--- src/inc/lssw_consts.svh ---
// Constants of the low-side switch control block
`ifndef LSSW_CONSTS_SVH
`define LSSW_CONSTS_SVH
`define LSSW_NUM_CH 8
`define LSSW_NUM_SER 6
`define LSSW_BYTE_W 8
`define LSSW_OLE_LO 6
`define LSSW_OLE_HI 7
`define LSSW_CLK_MHZ 125
`define LSSW_REF_MS 3
`define LSSW_REF_CYC (`LSSW_REF_MS * 1000 * 1000 * `LSSW_CLK_MHZ / 1000)
`define LSSW_RETRY_US 25
`define LSSW_RETRY_CYC (`LSSW_RETRY_US * `LSSW_CLK_MHZ)
`endif

--- src/inc/lssw_pkg.sv ---
// Types of the low-side switch control block
`default_nettype none
package lssw_pkg;
  typedef logic [7:0] lssw_byte_t;
  typedef enum logic [1:0] {LSSW_RUN, LSSW_REFRESH, LSSW_RETRY} lssw_short_t;
endpackage
`default_nettype wire

--- src/rtl/lssw_short_retry.sv ---
// Per-channel short refresh and retry timer
`include "lssw_consts.svh"
`default_nettype none
module lssw_short_retry
  import lssw_pkg::*;
#(
  parameter int REF_CYC = `LSSW_REF_CYC,
  parameter int RETRY_CYC = `LSSW_RETRY_CYC
) (
  input wire logic clk,
  input wire logic nrst,
  input wire logic short_det,
  output logic allow
);
  lssw_short_t st_q, st_d;
  logic [31:0] cnt_q, cnt_d;
  always_comb begin
    st_d = st_q;
    cnt_d = cnt_q;
    unique case (st_q)
      LSSW_RUN: begin
        if (short_det) begin
          st_d = LSSW_REFRESH;
          cnt_d = 32'(REF_CYC);
        end
      end
      LSSW_REFRESH: begin
        if (cnt_q <= 32'h0000_0001) begin
          st_d = LSSW_RETRY;
          cnt_d = 32'(RETRY_CYC);
        end else begin
          cnt_d = cnt_q - 32'h0000_0001;
        end
      end
      LSSW_RETRY: begin
        if (cnt_q <= 32'h0000_0001) begin
          st_d = short_det ? LSSW_REFRESH : LSSW_RUN;
          cnt_d = 32'(REF_CYC);
        end else begin
          cnt_d = cnt_q - 32'h0000_0001;
        end
      end
      default: begin
        st_d = LSSW_RUN;
        cnt_d = 32'h0000_0000;
      end
    endcase
  end
  always_ff @(posedge clk) begin
    if (!nrst) begin
      st_q <= LSSW_RUN;
      cnt_q <= 32'h0000_0000;
    end else begin
      st_q <= st_d;
      cnt_q <= cnt_d;
    end
  end
  // Disabled only while waiting out the refresh interval
  assign allow = (st_q != LSSW_REFRESH);
endmodule
`default_nettype wire

--- src/rtl/lssw_top.sv ---
// Serial and parallel control of the eight-channel low-side switch
// Functional notes
// - Mode high: serial bits ignored by gates, still latched and drive open-load enable, shifting continues
// - Mode high: parallel inputs 0-5 ignored
// - Mode high: override pins drive channel pairs
// - Mode low: override pins ignored
// - Mode high: channels six, seven forced off
// - Mode high: serial output tri-stated
// - Command bits 5..0 switch channels 5..0
// - Bits 6,7 enable on-state open-load detection
// - Normal: channel on if serial OR parallel
// - Status one means fault, channel 7 first
// - High gate turns switch on
// - Over-voltage turns six serial channels off
// - Channels six, seven parallel only, still reported
// - Open mode pin high, other inputs low
// - Select rising latches received command byte
// - Fault status frozen while select low
// - 16-bit frame returns status, then echo
// - Shorted channel disabled for refresh, then retried
`include "lssw_consts.svh"
`default_nettype none
module lssw_top
  import lssw_pkg::*;
#(
  parameter int NUM_CH = `LSSW_NUM_CH,
  parameter int REF_CYC = `LSSW_REF_CYC,
  parameter int RETRY_CYC = `LSSW_RETRY_CYC
) (
  input wire logic clk,
  input wire logic nrst,
  input wire logic cs_n,
  input wire logic sclk,
  input wire logic sdi,
  output logic sdo,
  output logic sdo_oe,
  input wire logic mode_sel,
  input wire logic override_pin_a,
  input wire logic override_pin_b,
  input wire logic override_pin_c,
  input wire logic [NUM_CH-1:0] parallel_channel_inputs,
  input wire logic battery_supply_overvolt,
  input wire logic [NUM_CH-1:0] fault_in,
  input wire logic [NUM_CH-1:0] short_in,
  output logic [NUM_CH-1:0] gate_out,
  output logic open_load_enable
);
  // ****************************************
  // Input synchronisers
  // ****************************************
  localparam int NSYNC = 8 + 3 * NUM_CH;
  // Select starts deselected so reset release shows no select edge
  localparam logic [NSYNC-1:0] SYNC_RST = {1'b1, {(NSYNC-1){1'b0}}};
  logic [NSYNC-1:0] raw;
  logic [NSYNC-1:0] s1_q, s2_q, s3_q, flt_q, flt_d;
  // Pins left open are resolved by the pad pulls, mode pin high
  assign raw = {cs_n, sclk, sdi, mode_sel, override_pin_a, override_pin_b,
                override_pin_c, battery_supply_overvolt, parallel_channel_inputs, fault_in,
                short_in};
  // A change counts once the second and third stages agree
  always_comb begin
    for (int i = 0; i < NSYNC; i++) begin
      flt_d[i] = (s2_q[i] == s3_q[i]) ? s3_q[i] : flt_q[i];
    end
  end
  always_ff @(posedge clk) begin
    if (!nrst) begin
      s1_q <= SYNC_RST;
      s2_q <= SYNC_RST;
      s3_q <= SYNC_RST;
      flt_q <= SYNC_RST;
    end else begin
      s1_q <= raw;
      s2_q <= s1_q;
      s3_q <= s2_q;
      flt_q <= flt_d;
    end
  end
  logic cs_s, sclk_s, sdi_s, mode_s, ova, ovb, ovc, ovp_s;
  logic [NUM_CH-1:0] par_s, flt_s, shr_s;
  assign {cs_s, sclk_s, sdi_s, mode_s, ova, ovb, ovc, ovp_s, par_s, flt_s, shr_s} = flt_q;

  // ****************************************
  // Serial shift engine
  // ****************************************
  logic sclk_prev_q, cs_prev_q;
  logic sclk_rise, sclk_fall, cs_rise, cs_fall;
  lssw_byte_t rx_q, rx_d, tx_q, tx_d, cmd_q, cmd_d, stat_q, stat_d;
  logic sdo_q, sdo_d, oe_q, oe_d;
  assign sclk_rise = sclk_s & ~sclk_prev_q;
  assign sclk_fall = ~sclk_s & sclk_prev_q;
  assign cs_rise = cs_s & ~cs_prev_q;
  assign cs_fall = ~cs_s & cs_prev_q;
  always_comb begin
    rx_d = rx_q;
    tx_d = tx_q;
    cmd_d = cmd_q;
    stat_d = stat_q;
    // Status open only while deselected
    if (cs_s) begin
      stat_d = flt_s;
    end
    if (cs_fall) begin
      tx_d = stat_q;
    end else if (!cs_s && sclk_rise) begin
      // Shift continues even in fallback mode
      rx_d = {rx_q[6:0], sdi_s};
      // Received bits queue behind status for echo and chaining
      tx_d = {tx_q[6:0], sdi_s};
    end
    if (cs_rise) begin
      cmd_d = rx_q;
    end
  end
  // Previous levels start at the idle levels, so no false edge follows reset
  always_ff @(posedge clk) begin
    if (!nrst) begin
      sclk_prev_q <= 1'b0;
      cs_prev_q <= 1'b1;
      rx_q <= 8'h00;
      tx_q <= 8'h00;
      cmd_q <= 8'h00;
      stat_q <= 8'h00;
    end else begin
      sclk_prev_q <= sclk_s;
      cs_prev_q <= cs_s;
      rx_q <= rx_d;
      tx_q <= tx_d;
      cmd_q <= cmd_d;
      stat_q <= stat_d;
    end
  end

  // ****************************************
  // Serial output pin
  // ****************************************
  // Loaded with status bit 7 at select fall, advanced on falling clock
  always_comb begin
    sdo_d = sdo_q;
    if (cs_fall) begin
      sdo_d = stat_q[7];
    end else if (!cs_s && sclk_fall) begin
      sdo_d = tx_q[7];
    end
    // Output enabled only when selected and mode low
    oe_d = ~cs_s & ~mode_s;
  end
  always_ff @(posedge clk) begin
    if (!nrst) begin
      sdo_q <= 1'b0;
      oe_q <= 1'b0;
    end else begin
      sdo_q <= sdo_d;
      oe_q <= oe_d;
    end
  end
  assign sdo = sdo_q;
  assign sdo_oe = oe_q;

  // ****************************************
  // Channel control
  // ****************************************
  logic [NUM_CH-1:0] allow, gate_q, gate_d;
  logic ole_q, ole_d;
  genvar g;
  generate
    for (g = 0; g < NUM_CH; g++) begin : g_ch
      lssw_short_retry #(
        .REF_CYC(REF_CYC),
        .RETRY_CYC(RETRY_CYC)
      ) u_retry (
        .clk(clk),
        .nrst(nrst),
        .short_det(shr_s[g]),
        .allow(allow[g])
      );
    end
  endgenerate
  // Fallback pairs: override a, b, c feed channels 0-1, 2-3, 4-5
  logic [2:0] ovr;
  assign ovr = {ovc, ovb, ova};
  always_comb begin
    for (int i = 0; i < NUM_CH; i++) begin
      if (i < `LSSW_NUM_SER) begin
        if (mode_s) begin
          gate_d[i] = ovr[i/2];
        end else begin
          gate_d[i] = cmd_q[i] | par_s[i];
        end
        if (ovp_s) begin
          gate_d[i] = 1'b0;
        end
      end else begin
        gate_d[i] = par_s[i] & ~mode_s;
      end
      // High gate means switch on
      gate_d[i] = gate_d[i] & allow[i];
    end
    ole_d = cmd_q[`LSSW_OLE_LO] | cmd_q[`LSSW_OLE_HI];
  end
  always_ff @(posedge clk) begin
    if (!nrst) begin
      gate_q <= '0;
      ole_q <= 1'b0;
    end else begin
      gate_q <= gate_d;
      ole_q <= ole_d;
    end
  end
  assign gate_out = gate_q;
  assign open_load_enable = ole_q;
endmodule
`default_nettype wire

--- config.mk ---
export PLATFORM = sky130hd
export DESIGN_NAME = lssw_top
export DESIGN_NICKNAME = d
export VERILOG_FILES = /design/src/inc/lssw_pkg.sv /design/src/rtl/lssw_short_retry.sv /design/src/rtl/lssw_top.sv
export VERILOG_INCLUDE_DIRS = /design/src /design/src/inc
export SDC_FILE = /design/constraint.sdc
export NUM_CORES = 1
export LEC_CHECK = 0
export ABC_AREA = 1
export BUFFER_PORTS_ARGS = -buffer_cell sky130_fd_sc_hd__buf_2
export CAP_MARGIN = 25
export CORE_MARGIN = 3
export CORE_UTILIZATION = 24
export DETAILED_ROUTE_END_ITERATION = 10
export HOLD_SLACK_MARGIN = 0.05
export PLACE_DENSITY = 0.37
export SLEW_MARGIN = 20
export SYNTH_ARGS = -nofsm -noshare
export SYNTH_HDL_FRONTEND = slang
export SYNTH_SLANG_ARGS = --single-unit
export TNS_END_PERCENT = 100
--- constraint.sdc ---
create_clock -name clk -period 3.7 [get_ports clk]
set_clock_uncertainty 0.15 [all_clocks]
set_input_delay 0.37 -clock clk [delete_from_list [all_inputs] [get_ports clk]]
set_output_delay 0.37 -clock clk [all_outputs]
set_load 0.005 [all_outputs]
Word level (Yosys, flattened, before mapping)

Index checks and enable logic that the tools add are counted.

Add/sub/neg operators: 8
$lt $le $gt $ge: 8
Eq/ne operators: 80
Multiplexer cells: 88
Bitwise logic cells: 28
Reductions and logical operators: 22

Operators by type and width:

| kind                                                                     | number |
|---|---|
| 32-bit 2-to-1 mux                                                        | 24 |
| 32-bit one-hot mux with 3 select lines                                   | 8 |
| 32-bit by 1-bit <= comparator with 1-bit output (second input constant)  | 8 |
| 32-bit by 1-bit subtractor with 32-bit output (second input constant)    | 8 |
| 2-bit 2-to-1 mux                                                         | 24 |
| 2-bit by 1-bit inequality test with 1-bit output (second input constant) | 24 |
| 2-bit one-hot mux with 3 select lines                                    | 8 |
| 1-bit == test                                                            | 32 |
| 3-bit AND reduction                                                      | 8 |
| 1-bit 2-to-1 mux                                                         | 22 |
| 2-bit by 1-bit == test with 1-bit output (second input constant)         | 8 |
| 2-bit == test (second input constant)                                    | 8 |
| 2-bit zero test                                                          | 8 |
| 8-bit 2-to-1 mux                                                         | 2 |
| 2-bit inequality test (second input constant)                            | 8 |
| 1-bit bitwise AND                                                        | 15 |
| 1-bit bitwise OR                                                         | 7 |
| 1-bit NOT                                                                | 6 |
| 2-bit nonzero test                                                       | 2 |
| 1-bit logical AND                                                        | 2 |
| 2-bit AND reduction                                                      | 1 |
| 1-bit zero test                                                          | 1 |

Flip-flop bits (word level): 445
Input port bits: 34
Output and inout bits: 11
Logic and storage cells: 295

Logic depth before layout (Yosys ltp)

Word-level depth: 5
Depth in mapped cells: 13
Depth with buffers taken out: 13

By module

A second synthesis with hierarchy kept.

Cell total of the unflattened synthesis: 3,690
Area total of the unflattened synthesis: 24,021.8 sq um

Modules (own cells, without submodules):

| module                                  | times used | cells each | area each (sq um) | sequential area each (sq um) |
|---|---|---|---|---|
| lssw_short_retry at g_ch[0].u_retry ... | 4          | 374        | 2,329.7           | 680.7 |
| lssw_short_retry at g_ch[4].u_retry ... | 3          | 378        | 2,262.2           | 680.7 |
| lssw_top                                | 1          | 676        | 5,582.9           | 3,463.3 |
| lssw_short_retry at g_ch[7].u_retry     | 1          | 384        | 2,333.5           | 680.7 |

Worst setup path after synthesis

No wires, ideal clock.

Path kind: reg-to-reg
From: reg g_ch[5].u_retry.cnt_q[0]
To: reg g_ch[5].u_retry.cnt_q[8]
Library setup time: 0.122 ns
Arrival: 1.626 ns
Required time: 3.428 ns
Setup slack: 1.802 ns
Stages on the path, launching flop included: 12
Buffers on the path: 0
Period minus slack after synthesis: 1.898 ns
Cells stage by stage: dfxtp_1 inv_1 ha_1 nand2_1 inv_2 nor2_2 nor3_4 nor2_4 nand2_4 nand2_2 nand2_4 a21oi_1

Cells in the longest elaborated chain, start to end: 3
Elaborated cells between the ends (all ways): 5
Those cells by class: 1 x add/sub; 1 x order compare; 3 x mux

Ends and longest elaborated chain:

| element                                                                                                                 | RTL line                                       | source |
|---|---|---|
| from (decl)                                                                                                             | lssw_short_retry.sv:16                         | `logic [31:0] cnt_q, cnt_d;` |
| from (signal assigned)                                                                                                  | lssw_short_retry.sv:55                         | `cnt_q <= cnt_d;` |
| 32-bit by 1-bit subtractor with 32-bit output / 32-bit by 1-bit <= comparator with 1-bit output (equally long branches) | n/a                                            |  |
| 32-bit 2-to-1 mux, on equally long branches                                                                             | lssw_short_retry.sv:36, lssw_short_retry.sv:28 |  |
| 32-bit one-hot mux with 3 select lines (*)                                                                              | lssw_short_retry.sv:20                         | `unique case (st_q)` |

Every way passes the cells marked *; elsewhere a longest branch is shown, timed or not.
A chain may end at the register's enable or synchronous reset.

Worst setup path in the final report

From: reg g_ch[7].u_retry.cnt_q[0]
To: reg g_ch[7].u_retry.cnt_q[9]

Cells in the longest elaborated chain, start to end: 3
Elaborated cells between the ends (all ways): 5
Those cells by class: 1 x add/sub; 1 x order compare; 3 x mux

Ends and longest elaborated chain:

| element                                                                                                                 | RTL line |
|---|---|
| from (decl)                                                                                                             | lssw_short_retry.sv:16 |
| from (signal assigned)                                                                                                  | lssw_short_retry.sv:55 |
| 32-bit by 1-bit subtractor with 32-bit output / 32-bit by 1-bit <= comparator with 1-bit output (equally long branches) | n/a |
| 32-bit 2-to-1 mux, on equally long branches                                                                             | lssw_short_retry.sv:36, lssw_short_retry.sv:28 |
| 32-bit one-hot mux with 3 select lines (*)                                                                              | lssw_short_retry.sv:20 |

Marked as above.

==> run summary <==
Among all flip-flop cells after synthesis, the most frequent one is sky130_fd_sc_hd__dfxtp_1. Yosys mapped the design onto 57 distinct sky130hd cell types. The proportion of power drawn by combinational gates is 7.7%.

The clock tree synthesis step divided the H-tree into 2 levels. For the worst setup path, the data arrival time is 2830 ps. The final standard cell count with taps included and fillers excluded is 4734. Clock-pin slew was measured on the worst setup and hold paths at 60 ps. The height of the die came out at 311 µm. The reg-to-reg endpoint is g_ch[7].u_retry.cnt_q[9]. The tool flagged a number of max-cap violations equal to 0. The area growth from synthesis to layout came out at 18.1%. Multiplexer cells account for 0% of the synthesized area. Clock tree synthesis found a total of 445 sinks.

The via density per instance is 4.30. The final non-filler cell area is 0.0264 mm². The via count came out at 20400. The final routed DRC violation total came out at 0. After synthesis the netlist holds a flip-flop and latch count of 445. The port buffer count is 44.

On the worst path, the slowest cell contributes a delay of 380 ps. The run finished with clean final reports. The maximum operating frequency is 409 MHz. The initial antenna violation count was 2. The depth of the worst register-to-register path came out at 9. The number of enable-type register cells in the synthesized netlist came out at 0. Dividing the synthesized area by the synthesized cell count gives 6.66 µm². At the end of the flow, the number of nets in the layout was 3496. The simple logic cell fraction of the synthesized area is 35.5%. The global route total overflow came out at 0.

The aggregate routed wire length came out at 63500 µm. The sequential-to-total area share from yosys stat came out at 39.9%. Walking the worst path, the cells encountered are inv_1 -> ha_1 -> o21ai_0 -> nor2_1 -> nand2_1 -> o21ai_1 -> nand2_1 -> nand2_1 -> nor3_1.

The cell with the largest stage delay on the worst path is sky130_fd_sc_hd__nand2_1. The total count of max-transition violations in the final report came out at 0. The synthesized netlist devotes 11.1% of its cell area to compound gates. After synthesis, the largest family of logic cells by area is simple AND/OR/NAND/NOR gates. The pin count of the biggest net entering global routing is 162. The share of the synthesized netlist area taken by xor and xnor gates came out at 4.70%. The clock network burns 50.2% of the power.

The number of global-route vias before repair was 20200. The internal power consumption came out at 8.74 mW. The maximum clock path buffer count came out at 3.

Tracing the worst setup path back leads to its startpoint at g_ch[7].u_retry.cnt_q[0]. The switching part of the total power is 25.0%. The worst-skew pair later-pin latency is 640 ps. Global routing consumed, over all layers together, 13.0% of the routing resources. By startpoint and endpoint, the worst setup path is classified as register to register. The proportion of layout cells with a drive suffix above 1 is 8.34%. The fraction of the cycle the final worst path needs came out at 66.1%. In the post-route analysis, the smallest setup slack over all paths is 1250 ps. The floorplan has 111 rows.

The maximum vdd ir drop is 332 µV. Buffers inserted during clock tree synthesis total 56. By instance count, the cell type seen most on the critical path is sky130_fd_sc_hd__nand2_1. At the pin with the least slew margin, the transition time is 886 ps. The data required time at the worst endpoint came out at 4080 ps.

For this design the ratio of total power to cell area is 441 mW/mm². The number of setup violations in the final report came out at 0. After floorplanning, the core was sized to cover 0.0919 mm².

The relative slew slack is 40.9%. In this run the critical register-to-register path is launched from g_ch[7].u_retry.cnt_q[0]. The die outline width is 311 µm. TritonCTS built the clock tree.

The path class of the tightest hold or removal check is register to register. The time the final worst path needs with I/O delays and setup is 2450 ps. The summed instance area of the synthesized netlist is 0.0224 mm². Setup repair after global routing left no endpoint under its margin.

The endpoint of the most critical setup path is g_ch[7].u_retry.cnt_q[9]. The number of hold-slack violations in the final timing report is 0. The total power is 11.6 mW. The area share of fa/ha/maj cells after synthesis came out at 0.896%.

The post-synthesis cell count came out at 3358. The overall die area came out at 0.0968 mm². The net count after synthesis is 3408.

The first routing iteration left 1131 violations. The antenna diode instance count is 0. The critical path endpoint category is a register. For the final routed database, the setup TNS stands at 0 ps. The slack of the worst reg-to-reg path came out at 1250 ps. The leakage power is 12.5 nW. The initial core utilization is 24.3%. The net switching power came out at 2.91 mW. The count of TritonRoute iterations in the first routing pass came out at 5. The proportion of synthesized flip-flops having asynchronous set or reset is 0%. The global-route wire length before repair is 106000 µm. The instance count after placement with tap cells included is 4587. At the placement stage, the worst setup path has a slack of 1210 ps. The top-level port count came out at 45. At the end of routability-driven placement, the weighted congestion stood at 0.798. In the final routed layout, each cell accounts on average for 13.4 µm. Per report_power, the sequential group accounts for 42.1% of the total. The placed cell area came out at 0.0240 mm². Detailed placement ended at an HPWL of 44600 µm.

The count of antenna-violating nets left after detailed routing came out at 0. The master cell of the clock root buffer is sky130_fd_sc_hd__clkbuf_16. The biggest fanout along the worst timing path is 12.

The count of warnings emitted by yosys came out at 0. The kind of launch point of the worst setup path is a register.
[area by class of cell]
| class | count | area [µm²] |
|---|---|---|
| Clock buffer | 81 | 1660 |
| Timing Repair Buffer | 103 | 796 |
| Sequential cell | 445 | 8910 |
| Multi-Input combinational cell | 2443 | 11700 |
| Clock inverter | 22 | 332 |
| Inverter | 397 | 1500 |
| Fill cell | 10400 | 65500 |
| Tap cell | 1243 | 1560 |
[cell usage after synthesis (9+ instances only)]
cell | number | area share [%]
sky130_fd_sc_hd__and3_1 | 12 | 0.34
sky130_fd_sc_hd__a31oi_1 | 9 | 0.25
sky130_fd_sc_hd__nand2_2 | 15 | 0.42
sky130_fd_sc_hd__inv_1 | 352 | 5.9
sky130_fd_sc_hd__nand3b_1 | 9 | 0.30
sky130_fd_sc_hd__a21oi_1 | 218 | 4.9
sky130_fd_sc_hd__inv_2 | 45 | 0.76
sky130_fd_sc_hd__nand4_1 | 54 | 1.5
sky130_fd_sc_hd__nor3_1 | 77 | 1.7
sky130_fd_sc_hd__ha_1 | 16 | 0.90
sky130_fd_sc_hd__o21ai_0 | 139 | 3.1
sky130_fd_sc_hd__nor2_1 | 608 | 10
sky130_fd_sc_hd__o211ai_1 | 10 | 0.34
sky130_fd_sc_hd__xnor2_1 | 28 | 1.1
sky130_fd_sc_hd__nor4_1 | 9 | 0.25
sky130_fd_sc_hd__nor2_4 | 12 | 0.60
sky130_fd_sc_hd__buf_2 | 13 | 0.29
sky130_fd_sc_hd__nand2_1 | 772 | 13
sky130_fd_sc_hd__nor3b_1 | 14 | 0.47
sky130_fd_sc_hd__nand3_1 | 202 | 4.5
sky130_fd_sc_hd__o21ai_1 | 38 | 0.85
sky130_fd_sc_hd__clkbuf_1 | 55 | 0.92
sky130_fd_sc_hd__nor2_2 | 31 | 0.87
sky130_fd_sc_hd__xor2_1 | 92 | 3.6
sky130_fd_sc_hd__dfxtp_1 | 445 | 40
[metal layers]
metal / vias up / routed length, µm / track usage, % / share of wire, %
met5: - / 0 / 0 / 0
met4: 0 / 1210 / 3.15 / 1.9
met3: 75 / 2010 / 1.86 / 3.2
met2: 237 / 28100 / 21.0 / 44
met1: 9126 / 32100 / 18.3 / 51
li1: 10900 / - / - / -
[per-stage QoR]
step / hold WS [ps] / utilization, %
floorplan: 240 / -
global placement: 244 / 26.1
detailed placement: 245 / 26.1
CTS: 257 / 28.7
global route: 283 / 28.7
finish: 257 / 28.7
[cell families (layout without fill, tap and decap cells)]
logic type / after synthesis / count (layout)
AND/OR/NAND/NOR: 1849 / 1849
buffers and inverters: 470 / 603
AO/OA/AOI/OAI: 458 / 458
flip-flops: 445 / 445
XOR/XNOR: 120 / 120
adder cells (fa/ha/maj): 16 / 16
[sequential cells by signal (all words and copies together), names as in the netlist]
| signal | count |
|---|---|
| g_ch.u_retry.cnt_q | 256 |
| flt_q | 32 |
| s1_q | 32 |
| s2_q | 32 |
| s3_q | 32 |
| g_ch.u_retry.st_q | 16 |
| cmd_q | 8 |
| gate_out | 8 |
| rx_q | 8 |
| stat_q | 8 |
| tx_q | 8 |
| cs_prev_q | 1 |
| open_load_enable | 1 |
| sclk_prev_q | 1 |
| sdo | 1 |
| sdo_oe | 1 |
[layout by cell type, fill, tap and decap left out, drive strengths merged, types with 2 or more instances in the layout]
| cell | instances |
|---|---|
| a21o | 4 |
| a21oi | 221 |
| a221oi | 4 |
| a22oi | 8 |
| a311oi | 2 |
| a31oi | 9 |
| and3 | 12 |
| buf | 59 |
| bufinv | 7 |
| clkbuf | 81 |
| clkinv | 11 |
| clkinvlp | 4 |
| dfxtp | 445 |
| dlygate4sd3 | 44 |
| ha | 16 |
| inv | 397 |
| nand2 | 791 |
| nand3 | 208 |
| nand3b | 9 |
| nand4 | 55 |
| nor2 | 651 |
| nor3 | 82 |
| nor3b | 14 |
| nor4 | 9 |
| o211ai | 10 |
| o21a | 4 |
| o21ai | 182 |
| o22ai | 2 |
| o31ai | 4 |
| or2 | 14 |
| xnor2 | 28 |
| xor2 | 92 |
[worst max-delay path: cells and delay by family, from the launching register on]
kind / cells / cell delay, ps
AO/OA/AOI/OAI: 2 / 500
adder cells (fa/ha/maj): 1 / 260
buffers and inverters: 1 / 90
flip-flops: 1 / 350
AND/OR/NAND/NOR: 5 / 990
[how the worst min path moves through the flow]
stage | startpoint | end | slack (ps) | cells after the start
CTS | parallel_channel_inputs[6] | s1_q[22] | 260 | 4
floorplan | s1_q[0] | s2_q[0] | 240 | 2
global placement | s1_q[0] | s2_q[0] | 240 | 2
global route | s1_q[24] | s2_q[24] | 280 | 2
detailed placement | s1_q[11] | s2_q[11] | 250 | 2
finish | s1_q[24] | s2_q[24] | 260 | 2
[power groups by stage]
stage / clock (mW) / sequential (mW) / combinational [mW]
global placement: 0 / 5.00 / 0.886
floorplan: 0 / 4.99 / 0.637
detailed placement: 0 / 5.00 / 0.876
global route: 6.28 / 4.90 / 1.04
finish: 5.85 / 4.90 / 0.898
CTS: 6.12 / 4.90 / 0.915
[repair_timing]
item / in CTS / in global routing
buffers inserted: 0 / 0
resized for setup: 0 / 0
hold buffers: 44 / 0
endpoints found under the hold margin: 72 / 0
endpoints found under the setup margin: 0 / 0
Note: power is estimated with default switching activity, not from simulation.
